--- config.mk ---
export PLATFORM = sky130hd
export DESIGN_NAME = mcu_instruction_execute
export DESIGN_NICKNAME = d
export VERILOG_FILES = /design/src/shared/exec_pkg.sv /design/src/rtl/alu_unit.sv /design/src/rtl/mcu_instruction_execute.sv
export VERILOG_INCLUDE_DIRS = /design/src /design/src/shared
export SDC_FILE = /design/constraint.sdc
export NUM_CORES = 2
export LEC_CHECK = 0
export BUFFER_PORTS_ARGS = -buffer_cell sky130_fd_sc_hd__clkbuf_2
export CAP_MARGIN = 25
export CELL_PAD_IN_SITES_DETAIL_PLACEMENT = 1
export CELL_PAD_IN_SITES_GLOBAL_PLACEMENT = 2
export CORE_MARGIN = 2
export CORE_UTILIZATION = 30
export CTS_CLUSTER_DIAMETER = 100
export CTS_CLUSTER_SIZE = 8
export DETAILED_ROUTE_END_ITERATION = 8
export PLACE_DENSITY = 0.68
export SYNTH_ARGS = -nofsm -noshare
export SYNTH_HDL_FRONTEND = slang
export SYNTH_HIERARCHICAL = 1
export SYNTH_SLANG_ARGS = --single-unit
--- constraint.sdc ---
create_clock -name core_clk -period 13.6 [get_ports core_clk]
set_clock_uncertainty 0.2 [all_clocks]
set_input_delay 2.72 -clock core_clk [delete_from_list [all_inputs] [get_ports core_clk]]
set_output_delay 2.72 -clock core_clk [all_outputs]
set_load 0.05 [all_outputs]
--- src/shared/exec_regs.svh ---
// Constants for the instruction execute block
// Contract
// - AND combines accumulator with operand, zero only
// - OR combines accumulator with operand, zero only
// - Call pushes next address, two cycles
// - Jump loads target with one dummy cycle
// - Byte clear writes zero, no flags
// - Bit clear zeroes one bit only
// - Watchdog clear resets counter, timeout, powerdown
// - Pre-clears only act when alternated
// - Invert byte, zero flag, optional accumulator
// - Low nibble above nine or aux adds six
// - High nibble above nine or carry adds six
// - Decimal adjust writes memory, carry only
// - Decrement operand, zero flag only
// - Increment operand, zero flag only
// - Halt stops, clears watchdog, sets powerdown
// - Moves copy data, no flags touched
// - No-operation changes nothing, advances
// - Return pops stack into program counter
// - Return with value also loads accumulator
// - Interrupt return enables, pending serviced first
// - Rotate left, bit seven to bit zero
// - Rotate through carry, carry only changes
// - Pre-clear flags clear after consecutive pair
`ifndef EXEC_REGS_SVH
`define EXEC_REGS_SVH

`define PC_W 11
`define MEM_AW 5
`define MEM_DEPTH 32
`define SP_W 3
`define STACK_DEPTH 8
`define IRQ_VECTOR 11'h004

`define REG_ACC 8'h00
`define REG_STATUS 8'h01
`define REG_CTRL 8'h02
`define REG_PC_LO 8'h03
`define REG_PC_HI 8'h04
`define REG_WATCHDOG 8'h05
`define REG_SP 8'h06
`define REG_MEM_SEL 3'h1

`define STATUS_ZERO 0
`define STATUS_CARRY 1
`define STATUS_AUX 2
`define STATUS_TIMEOUT 3
`define STATUS_POWERDOWN 4
`define CTRL_IRQ_EN 0
`define CTRL_HALTED 1
`define CTRL_WAKE 2

`define NIBBLE_LIMIT 4'h9
`define ADJ_LOW 8'h06
`define ADJ_HIGH 8'h60
`define PRESCALE_MAX 8'hff
`define WATCHDOG_MAX 8'hff

`endif

--- src/shared/exec_pkg.sv ---
// Types for the instruction execute block
`include "exec_regs.svh"

package exec_pkg;

	typedef enum logic [4:0] {
		op_nop = 5'h00,
		op_and_acc_mem = 5'h01,
		op_and_acc_imm = 5'h02,
		op_and_to_memory = 5'h03,
		op_or_acc_mem = 5'h04,
		op_or_acc_imm = 5'h05,
		op_or_to_memory = 5'h06,
		op_call = 5'h07,
		op_jump = 5'h08,
		op_return = 5'h09,
		op_return_imm = 5'h0a,
		op_interrupt_return = 5'h0b,
		op_clear_mem = 5'h0c,
		op_clear_bit = 5'h0d,
		op_watchdog_clear = 5'h0e,
		op_watchdog_preclear_a = 5'h0f,
		op_watchdog_preclear_b = 5'h10,
		op_invert_memory = 5'h11,
		op_invert_to_acc = 5'h12,
		op_decimal_adjust = 5'h13,
		op_decrement_memory = 5'h14,
		op_decrement_to_acc = 5'h15,
		op_increment_memory = 5'h16,
		op_increment_to_acc = 5'h17,
		op_move_mem_to_acc = 5'h18,
		op_move_imm_to_acc = 5'h19,
		op_move_acc_to_mem = 5'h1a,
		op_halt = 5'h1b,
		op_rotate_left = 5'h1c,
		op_rotate_left_to_acc = 5'h1d,
		op_rotate_left_carry = 5'h1e
	} op_t;

	typedef enum logic [3:0] {
		st_run = 4'b0001,
		st_dummy = 4'b0010,
		st_vector = 4'b0100,
		st_halt = 4'b1000
	} fsm_t;

	typedef struct packed {
		logic powerdown_flag;
		logic timeout_flag;
		logic aux_carry_flag;
		logic carry;
		logic zero;
	} flags_t;

	typedef struct packed {
		op_t op;
		logic [`MEM_AW-1:0] mem_addr;
		logic [2:0] bit_idx;
		logic [7:0] imm;
		logic [`PC_W-1:0] target;
	} instr_t;

	typedef struct packed {
		logic [7:0] addr;
		logic [7:0] wdata;
		logic wr;
		logic rd;
	} bus_req_t;

	typedef struct packed {
		fsm_t fsm;
		logic ready;
		logic [`PC_W-1:0] pc;
		logic [7:0] acc;
		flags_t flags;
		logic master_irq_enable;
		logic [`SP_W-1:0] sp;
		logic [`STACK_DEPTH-1:0][`PC_W-1:0] stack;
		logic [`MEM_DEPTH-1:0][7:0] mem;
		logic [7:0] prescale;
		logic [7:0] watchdog_counter;
		logic last_pre_a;
		logic last_pre_b;
		logic [7:0] rdata;
	} exec_state_t;

endpackage

--- src/rtl/alu_unit.sv ---
// Result and carry of one executed instruction
`timescale 1ns/10ps
`default_nettype none
`include "exec_regs.svh"

module alu_unit import exec_pkg::*; (
	// Operation and operands
	input wire op_t op,
	input wire logic [7:0] acc,
	input wire logic [7:0] operand,
	input wire logic [7:0] imm,
	input wire logic [2:0] bit_idx,
	input wire logic carry_in,
	input wire logic aux_in,
	// Results
	output logic [7:0] result,
	output logic carry_out
);

	logic [7:0] adjust;
	logic [8:0] adj_sum;

	always_comb begin
		adjust = 8'h00;
		if ((acc[3:0] > `NIBBLE_LIMIT) || aux_in) begin
			adjust = adjust | `ADJ_LOW;
		end
		if ((acc[7:4] > `NIBBLE_LIMIT) || carry_in) begin
			adjust = adjust | `ADJ_HIGH;
		end
		adj_sum = {1'b0, acc} + {1'b0, adjust};
		result = operand;
		carry_out = carry_in;
		case (op)
			op_and_acc_mem, op_and_to_memory: result = acc & operand;
			op_and_acc_imm: result = acc & imm;
			op_or_acc_mem, op_or_to_memory: result = acc | operand;
			op_or_acc_imm: result = acc | imm;
			op_clear_mem: result = 8'h00;
			op_clear_bit: begin
				result = operand & ~(8'h01 << bit_idx);
			end
			op_invert_memory, op_invert_to_acc: result = ~operand;
			op_decimal_adjust: begin
				result = adj_sum[7:0];
				// High correction alone means the decimal sum passed 100
				carry_out = adj_sum[8] | adjust[5];
			end
			op_decrement_memory, op_decrement_to_acc: begin
				result = operand - 8'h01;
			end
			op_increment_memory, op_increment_to_acc: begin
				result = operand + 8'h01;
			end
			op_move_imm_to_acc, op_return_imm: result = imm;
			op_move_acc_to_mem: result = acc;
			op_rotate_left, op_rotate_left_to_acc: begin
				result = {operand[6:0], operand[7]};
			end
			op_rotate_left_carry: begin
				result = {operand[6:0], carry_in};
				carry_out = operand[7];
			end
			default: result = operand;
		endcase
	end

endmodule // alu_unit

`default_nettype wire

--- src/rtl/mcu_instruction_execute.sv ---
// Instruction execute core with data memory, stack and watchdog
`timescale 1ns/10ps
`default_nettype none
`include "exec_regs.svh"

module mcu_instruction_execute import exec_pkg::*; (
	// Clock and reset
	input wire logic core_clk,
	input wire logic rst,
	// Instruction from the sequencer
	input wire logic instr_valid,
	input wire instr_t instr,
	output logic instr_ready,
	// Interrupt and wake
	input wire logic irq_pending,
	input wire logic wake,
	// Register port
	input wire bus_req_t bus,
	output logic [7:0] bus_rdata,
	// Core state
	output logic [`PC_W-1:0] pc,
	output logic [7:0] acc,
	output flags_t flags,
	output logic master_irq_enable,
	output logic clock_stop,
	output logic [7:0] watchdog_counter
);

	exec_state_t s_q;
	exec_state_t s_d;

	logic [7:0] operand;
	logic [7:0] alu_result;
	logic alu_carry;
	logic fire;
	logic wd_overflow;
	logic [`PC_W-1:0] pc_next;
	logic [`SP_W-1:0] sp_pop;
	logic result_zero;

	assign operand = s_q.mem[instr.mem_addr];
	assign fire = instr_valid & s_q.ready;
	assign pc_next = s_q.pc + `PC_W'(1);
	assign sp_pop = s_q.sp - `SP_W'(1);
	assign result_zero = (alu_result == 8'h00);
	assign wd_overflow = (s_q.prescale == `PRESCALE_MAX) &&
		(s_q.watchdog_counter == `WATCHDOG_MAX);

	alu_unit alu (
		.op(instr.op),
		.acc(s_q.acc),
		.operand(operand),
		.imm(instr.imm),
		.bit_idx(instr.bit_idx),
		.carry_in(s_q.flags.carry),
		.aux_in(s_q.flags.aux_carry_flag),
		.result(alu_result),
		.carry_out(alu_carry)
	);

	always_comb begin
		s_d = s_q;
		s_d.rdata = 8'h00;

		// Register reads answer in the next cycle only
		if (bus.rd) begin
			if (bus.addr[7:5] == `REG_MEM_SEL) begin
				s_d.rdata = s_q.mem[bus.addr[`MEM_AW-1:0]];
			end else begin
				case (bus.addr)
					`REG_ACC: s_d.rdata = s_q.acc;
					`REG_STATUS: s_d.rdata = {3'h0, s_q.flags};
					`REG_CTRL: begin
						s_d.rdata = {6'h00, s_q.fsm[3],
							s_q.master_irq_enable};
					end
					`REG_PC_LO: s_d.rdata = s_q.pc[7:0];
					`REG_PC_HI: s_d.rdata = {5'h00, s_q.pc[`PC_W-1:8]};
					`REG_WATCHDOG: s_d.rdata = s_q.watchdog_counter;
					`REG_SP: s_d.rdata = {5'h00, s_q.sp};
					default: s_d.rdata = 8'h00;
				endcase
			end
		end

		// Register writes land first so an executing instruction wins
		if (bus.wr) begin
			if (bus.addr[7:5] == `REG_MEM_SEL) begin
				s_d.mem[bus.addr[`MEM_AW-1:0]] = bus.wdata;
			end else begin
				case (bus.addr)
					`REG_ACC: s_d.acc = bus.wdata;
					`REG_STATUS: s_d.flags = bus.wdata[4:0];
					`REG_CTRL: begin
						s_d.master_irq_enable = bus.wdata[`CTRL_IRQ_EN];
						if (bus.wdata[`CTRL_WAKE] && (s_q.fsm == st_halt)) begin
							s_d.fsm = st_run;
						end
					end
					default: s_d.acc = s_d.acc;
				endcase
			end
		end

		// Watchdog keeps counting through halt, as it can wake the core
		s_d.prescale = s_q.prescale + 8'h01;
		if (s_q.prescale == `PRESCALE_MAX) begin
			s_d.watchdog_counter = s_q.watchdog_counter + 8'h01;
		end

		case (s_q.fsm)
			st_run: begin
				if (fire) begin
					s_d.pc = pc_next;
					// Any other instruction breaks a pre-clear pair
					s_d.last_pre_a = 1'b0;
					s_d.last_pre_b = 1'b0;
					case (instr.op)
						op_and_acc_mem, op_and_acc_imm,
						op_or_acc_mem, op_or_acc_imm,
						op_invert_to_acc, op_decrement_to_acc,
						op_increment_to_acc: begin
							s_d.acc = alu_result;
							s_d.flags.zero = result_zero;
						end
						op_and_to_memory, op_or_to_memory,
						op_invert_memory, op_decrement_memory,
						op_increment_memory: begin
							s_d.mem[instr.mem_addr] = alu_result;
							s_d.flags.zero = result_zero;
						end
						op_clear_mem, op_clear_bit, op_move_acc_to_mem,
						op_rotate_left: begin
							s_d.mem[instr.mem_addr] = alu_result;
						end
						op_rotate_left_to_acc: begin
							s_d.acc = alu_result;
						end
						op_rotate_left_carry: begin
							s_d.mem[instr.mem_addr] = alu_result;
							s_d.flags.carry = alu_carry;
						end
						op_decimal_adjust: begin
							s_d.mem[instr.mem_addr] = alu_result;
							s_d.flags.carry = alu_carry;
						end
						op_move_mem_to_acc: begin
							s_d.acc = operand;
						end
						op_move_imm_to_acc: begin
							s_d.acc = alu_result;
						end
						op_call: begin
							s_d.stack[s_q.sp] = pc_next;
							s_d.sp = s_q.sp + `SP_W'(1);
							s_d.pc = instr.target;
							s_d.fsm = st_dummy;
						end
						op_jump: begin
							s_d.pc = instr.target;
							s_d.fsm = st_dummy;
						end
						op_return: begin
							s_d.sp = sp_pop;
							s_d.pc = s_q.stack[sp_pop];
							s_d.fsm = st_dummy;
						end
						op_return_imm: begin
							s_d.sp = sp_pop;
							s_d.pc = s_q.stack[sp_pop];
							s_d.acc = alu_result;
							s_d.fsm = st_dummy;
						end
						op_interrupt_return: begin
							s_d.sp = sp_pop;
							s_d.pc = s_q.stack[sp_pop];
							s_d.master_irq_enable = 1'b1;
							s_d.fsm = st_dummy;
						end
						op_watchdog_clear: begin
							s_d.prescale = 8'h00;
							s_d.watchdog_counter = 8'h00;
							s_d.flags.timeout_flag = 1'b0;
							s_d.flags.powerdown_flag = 1'b0;
						end
						op_watchdog_preclear_a, op_watchdog_preclear_b: begin
							// A repeat of the same half only re-arms itself
							if ((instr.op == op_watchdog_preclear_a &&
								s_q.last_pre_b) ||
								(instr.op == op_watchdog_preclear_b &&
								s_q.last_pre_a)) begin
								s_d.prescale = 8'h00;
								s_d.watchdog_counter = 8'h00;
								s_d.flags.timeout_flag = 1'b0;
								s_d.flags.powerdown_flag = 1'b0;
							end else begin
								s_d.last_pre_a =
									(instr.op == op_watchdog_preclear_a);
								s_d.last_pre_b =
									(instr.op == op_watchdog_preclear_b);
							end
						end
						op_halt: begin
							s_d.prescale = 8'h00;
							s_d.watchdog_counter = 8'h00;
							s_d.flags.timeout_flag = 1'b0;
							s_d.flags.powerdown_flag = 1'b1;
							s_d.fsm = st_halt;
						end
						default: s_d.pc = pc_next;
					endcase
				end else if (s_q.master_irq_enable && irq_pending) begin
					s_d.stack[s_q.sp] = s_q.pc;
					s_d.sp = s_q.sp + `SP_W'(1);
					s_d.pc = `IRQ_VECTOR;
					s_d.master_irq_enable = 1'b0;
					s_d.fsm = st_vector;
				end
			end
			st_dummy: begin
				// A request waiting at interrupt return goes before the
				// main program resumes
				if (s_q.master_irq_enable && irq_pending) begin
					s_d.stack[s_q.sp] = s_q.pc;
					s_d.sp = s_q.sp + `SP_W'(1);
					s_d.pc = `IRQ_VECTOR;
					s_d.master_irq_enable = 1'b0;
					s_d.fsm = st_vector;
				end else begin
					s_d.fsm = st_run;
				end
			end
			st_vector: begin
				s_d.fsm = st_run;
			end
			st_halt: begin
				// Only the wake input, the watchdog and register port writes change state while the clock is off
				if (wake || wd_overflow) begin
					s_d.fsm = st_run;
				end
			end
			default: s_d.fsm = st_run;
		endcase

		// Hardware set wins over any clear in the same cycle
		if (wd_overflow) begin
			s_d.flags.timeout_flag = 1'b1;
		end

		s_d.ready = (s_d.fsm == st_run);
	end

	always_ff @(posedge core_clk or posedge rst) begin
		if (rst) begin
			s_q <= '0;
			s_q.fsm <= st_run;
			s_q.ready <= 1'b1;
		end else begin
			s_q <= s_d;
		end
	end

	assign instr_ready = s_q.ready;
	assign bus_rdata = s_q.rdata;
	assign pc = s_q.pc;
	assign acc = s_q.acc;
	assign flags = s_q.flags;
	assign master_irq_enable = s_q.master_irq_enable;
	assign clock_stop = s_q.fsm[3];
	assign watchdog_counter = s_q.watchdog_counter;

endmodule // mcu_instruction_execute

`default_nettype wire

==> results.ini <==
[outcome]
outcome=finished clean

[cells_and_area]
fillers=10500
layoutNonFillerInstCount=4208
layout-drive-gt1-share=0.134
nets=3022
syn_to_final_growth_pct=10.2

[yosys]
syn_nets=3084
synth-seq-area-share=0.362
yosys.area_share.xor_xnor=0.0104
synth_cell_types=93
synth_top_family_by_area=multiplexers
muxShareOfSynthArea=0.233
synthSimpleGateAreaFrac=0.151
synth_warnings=6
synth_area_per_cell_um2=9.25
yosys_most_used_dff=dfrtp_1
synthArstFlopShare=1.00
ys_seq_elements=403
synth_fa_ha_area_frac=0.00817
synth_edf_count=0
synth_compound_area_frac=0.183
postSynthCellCount=3012
syn_area_um2=27900

[sta]
worst_pin_slew_ps=1210
fin_crit_ps=8310
finalSetupTns_ps=0
clock.fmax_mhz=120
setup_violations=0
hold_viol=0
rsz0062_at_grt=no
slew_headroom=0.190
post-route-period-util=0.611
slew_violations=0

[detailed_routing]
post-route-drc-count=0
wl_per_cell_um=31.8
postRouteAntennaNets=0
vias=26100
vias_per_cell=6.20
firstDrtPassIters=7
wl_mm=134
drtIter0Drc=2849

[cts]
insertion_delay_ps=670
root_buffer=clkbuf_16
clk_pin_slew_worst_paths_ps=60
cts_sinks=403
cts_resized=0
ctsHoldBuffers=0
cts_buffer_depth=3
htreeDepth=2
cts_tree=done
cts_setup_buffers=0
cts_buffers=57

[global_routing]
grt_busiest_layer=met2
antenna_found_initial=9
track_usage=0.277
grt_pass1_vias=26500
use_met1=0.396
grt_max_degree=160
grt_pass1_wl_mm=194
use_met3=0.0574
use_met2=0.422
grt_remaining_overflow=0

[worst_hold_path]
worstHoldEndpoint=s_q[337]
whs_path_depth=2
min_from=s_q[337]
min_path_type=reg -> reg

[die]
core_area_um2=91800
dieArea_um2=95300
io_pins=98
die_h_um=309
start_util=0.303
chipWidth_um=309
rows=111

[placement]
portBuffers=97
post-place-cells=4133
dp_hpwl_mm=91.6
gp_congestion=0.953

[power_and_ir_drop]
power.leakage_nw=13.8
power.total_mw=5.71
ir_worst_vdd_mv=0.117
powerDensity_nw_per_um2=186

[critical_path]
cp_data_required_time_ps=13900
crit_arrival_ps=8600
regToRegEndpoint=flags[0]
r2r_slack_ps=8830
reg2reg_depth=16
cp_max_fo=51
crit_path_end_kind=register
reg2reg_from=s_q[218]
startpoint_type=input port
crit_type=in -> reg

[flow_run]
cap_viol_max_count=0

how the worst max path moves through the flow:
stage	endpoint	start	depth (start not counted)
after floorplan	acc[0]	rst	1
after global placement	flags[0]	instr[23]	18
after detailed placement	flags[0]	instr[23]	18
after CTS	flags[0]	instr[23]	18
after global routing	flags[0]	instr[23]	18
final	flags[0]	instr[23]	18
state kept, by name, summed over array words and instances, names as in the netlist:
register,cells
watchdog_counter,8
pc,11
bus_rdata,8
acc,8
instr_ready,1
master_irq_enable,1
flags,5
clock_stop,1
s_q,360
critical path, cell delays in order:
cell,delay (ps)
buf_6,440
buf_4,790
buf_4,700
mux2i_1,310
o22ai_1,110
nor4_1,390
nand2_1,310
ha_1,390
a211oi_1,310
o21bai_1,150
a2111oi_0,480
nor3_1,130
xnor2_1,150
o211ai_1,180
buf_4,530
nor4_1,100
a21oi_1,160
a21oi_1,60
report_power, final:
part           internal (mW)  switching (mW)  leakage (nW)
sequential              1.52           0.461          5.38
clock                  0.768           0.599         0.766
combinational          0.773            1.58          7.66
kinds of logic (layout without fill, tap and decap cells):
| kind of cell | count (synthesis) | in the layout |
|---|---|---|
| buffers and inverters | 302 | 254 |
| muxes | 534 | 534 |
| xor gates and xnor gates | 33 | 33 |
| DFF | 403 | 403 |
| AOI/OAI and AO/OA | 829 | 829 |
| adders and majority gates | 17 | 17 |
| and+or+nand+nor | 894 | 894 |
| other | 0 | 1 |
cells in the mapped netlist (all sizes together), types with 17 or more instances:
| cell type | n | area share |
|---|---|---|
| nor4 | 24 | 0.0083 |
| nor2b | 24 | 0.0055 |
| xor2 | 17 | 0.0053 |
| nand3 | 49 | 0.0094 |
| mux4 | 90 | 0.073 |
| nor3 | 39 | 0.0087 |
| mux2 | 18 | 0.0073 |
| a22o | 43 | 0.014 |
| o22ai | 97 | 0.022 |
| a22oi | 24 | 0.0065 |
| nor2 | 383 | 0.052 |
| a31oi | 27 | 0.0061 |
| inv | 22 | 0.0030 |
| and2 | 19 | 0.0043 |
| dfrtp | 401 | 0.36 |
| o22a | 19 | 0.0060 |
| nand4 | 40 | 0.0090 |
| and3 | 20 | 0.0047 |
| a21oi | 379 | 0.068 |
| buf | 154 | 0.032 |
| o21ai | 126 | 0.023 |
| mux2i | 426 | 0.15 |
| nand2 | 240 | 0.033 |
| clkbuf | 126 | 0.017 |
per-layer routing:
layer / up-vias / part of all wire
met5: - / 0.00060
met4: 12 / 0.027
met3: 219 / 0.083
met2: 1150 / 0.44
met1: 13700 / 0.45
li1: 11000 / -
placed cells by master, fill, tap and decap left out, types with 15 or more instances in the layout:
cell type  instances
o21ai_1           18
clkbuf_16         57
nor2_1           375
nor2b_1           22
buf_4             63
nor3_1            28
nand2_1          238
a22o_1            43
mux2i_1          426
clkbuf_2          94
nor4_1            18
ha_1              15
o22a_1            19
o21ai_0          105
nand4_1           40
mux2_2            17
nand3_1           47
dfrtp_1          401
a22oi_1           24
o22ai_1           97
and3_1            19
xor2_1            17
a21oi_1          379
mux4_2            88
xnor2_1           15
inv_1             19
a31oi_1           27
per-stage QoR:
step / utilization / hold WS, ps / instance area (um^2) / setup WS (ps)
3_3_place_gp: 0.317 / 257 / 29100 / 4960
6_report: 0.334 / 280 / 30700 / 5290
2_1_floorplan: - / 245 / 27900 / 5250
5_1_grt: 0.334 / 306 / 30700 / 5050
4_1_cts: 0.334 / 282 / 30700 / 5460
3_5_place_dp: 0.317 / 270 / 29100 / 4770
layout make-up:
| class | instances | area, um^2 | share of cell area |
|---|---|---|---|
| multi-input cells | 2307 | 16400 | 0.534 |
| flip-flops and latches | 403 | 10100 | 0.329 |
| well taps | 1243 | 1560 | 0.0507 |
| clock buffers | 67 | 1460 | 0.0477 |
| repair buffers | 159 | 975 | 0.0318 |
| clock inverters | 6 | 120 | 0.00391 |
| inverters | 22 | 86.3 | 0.00281 |
| diodes | 1 | 2.50 | 0.0000815 |
Note: power is estimated with default switching activity, not from simulation.
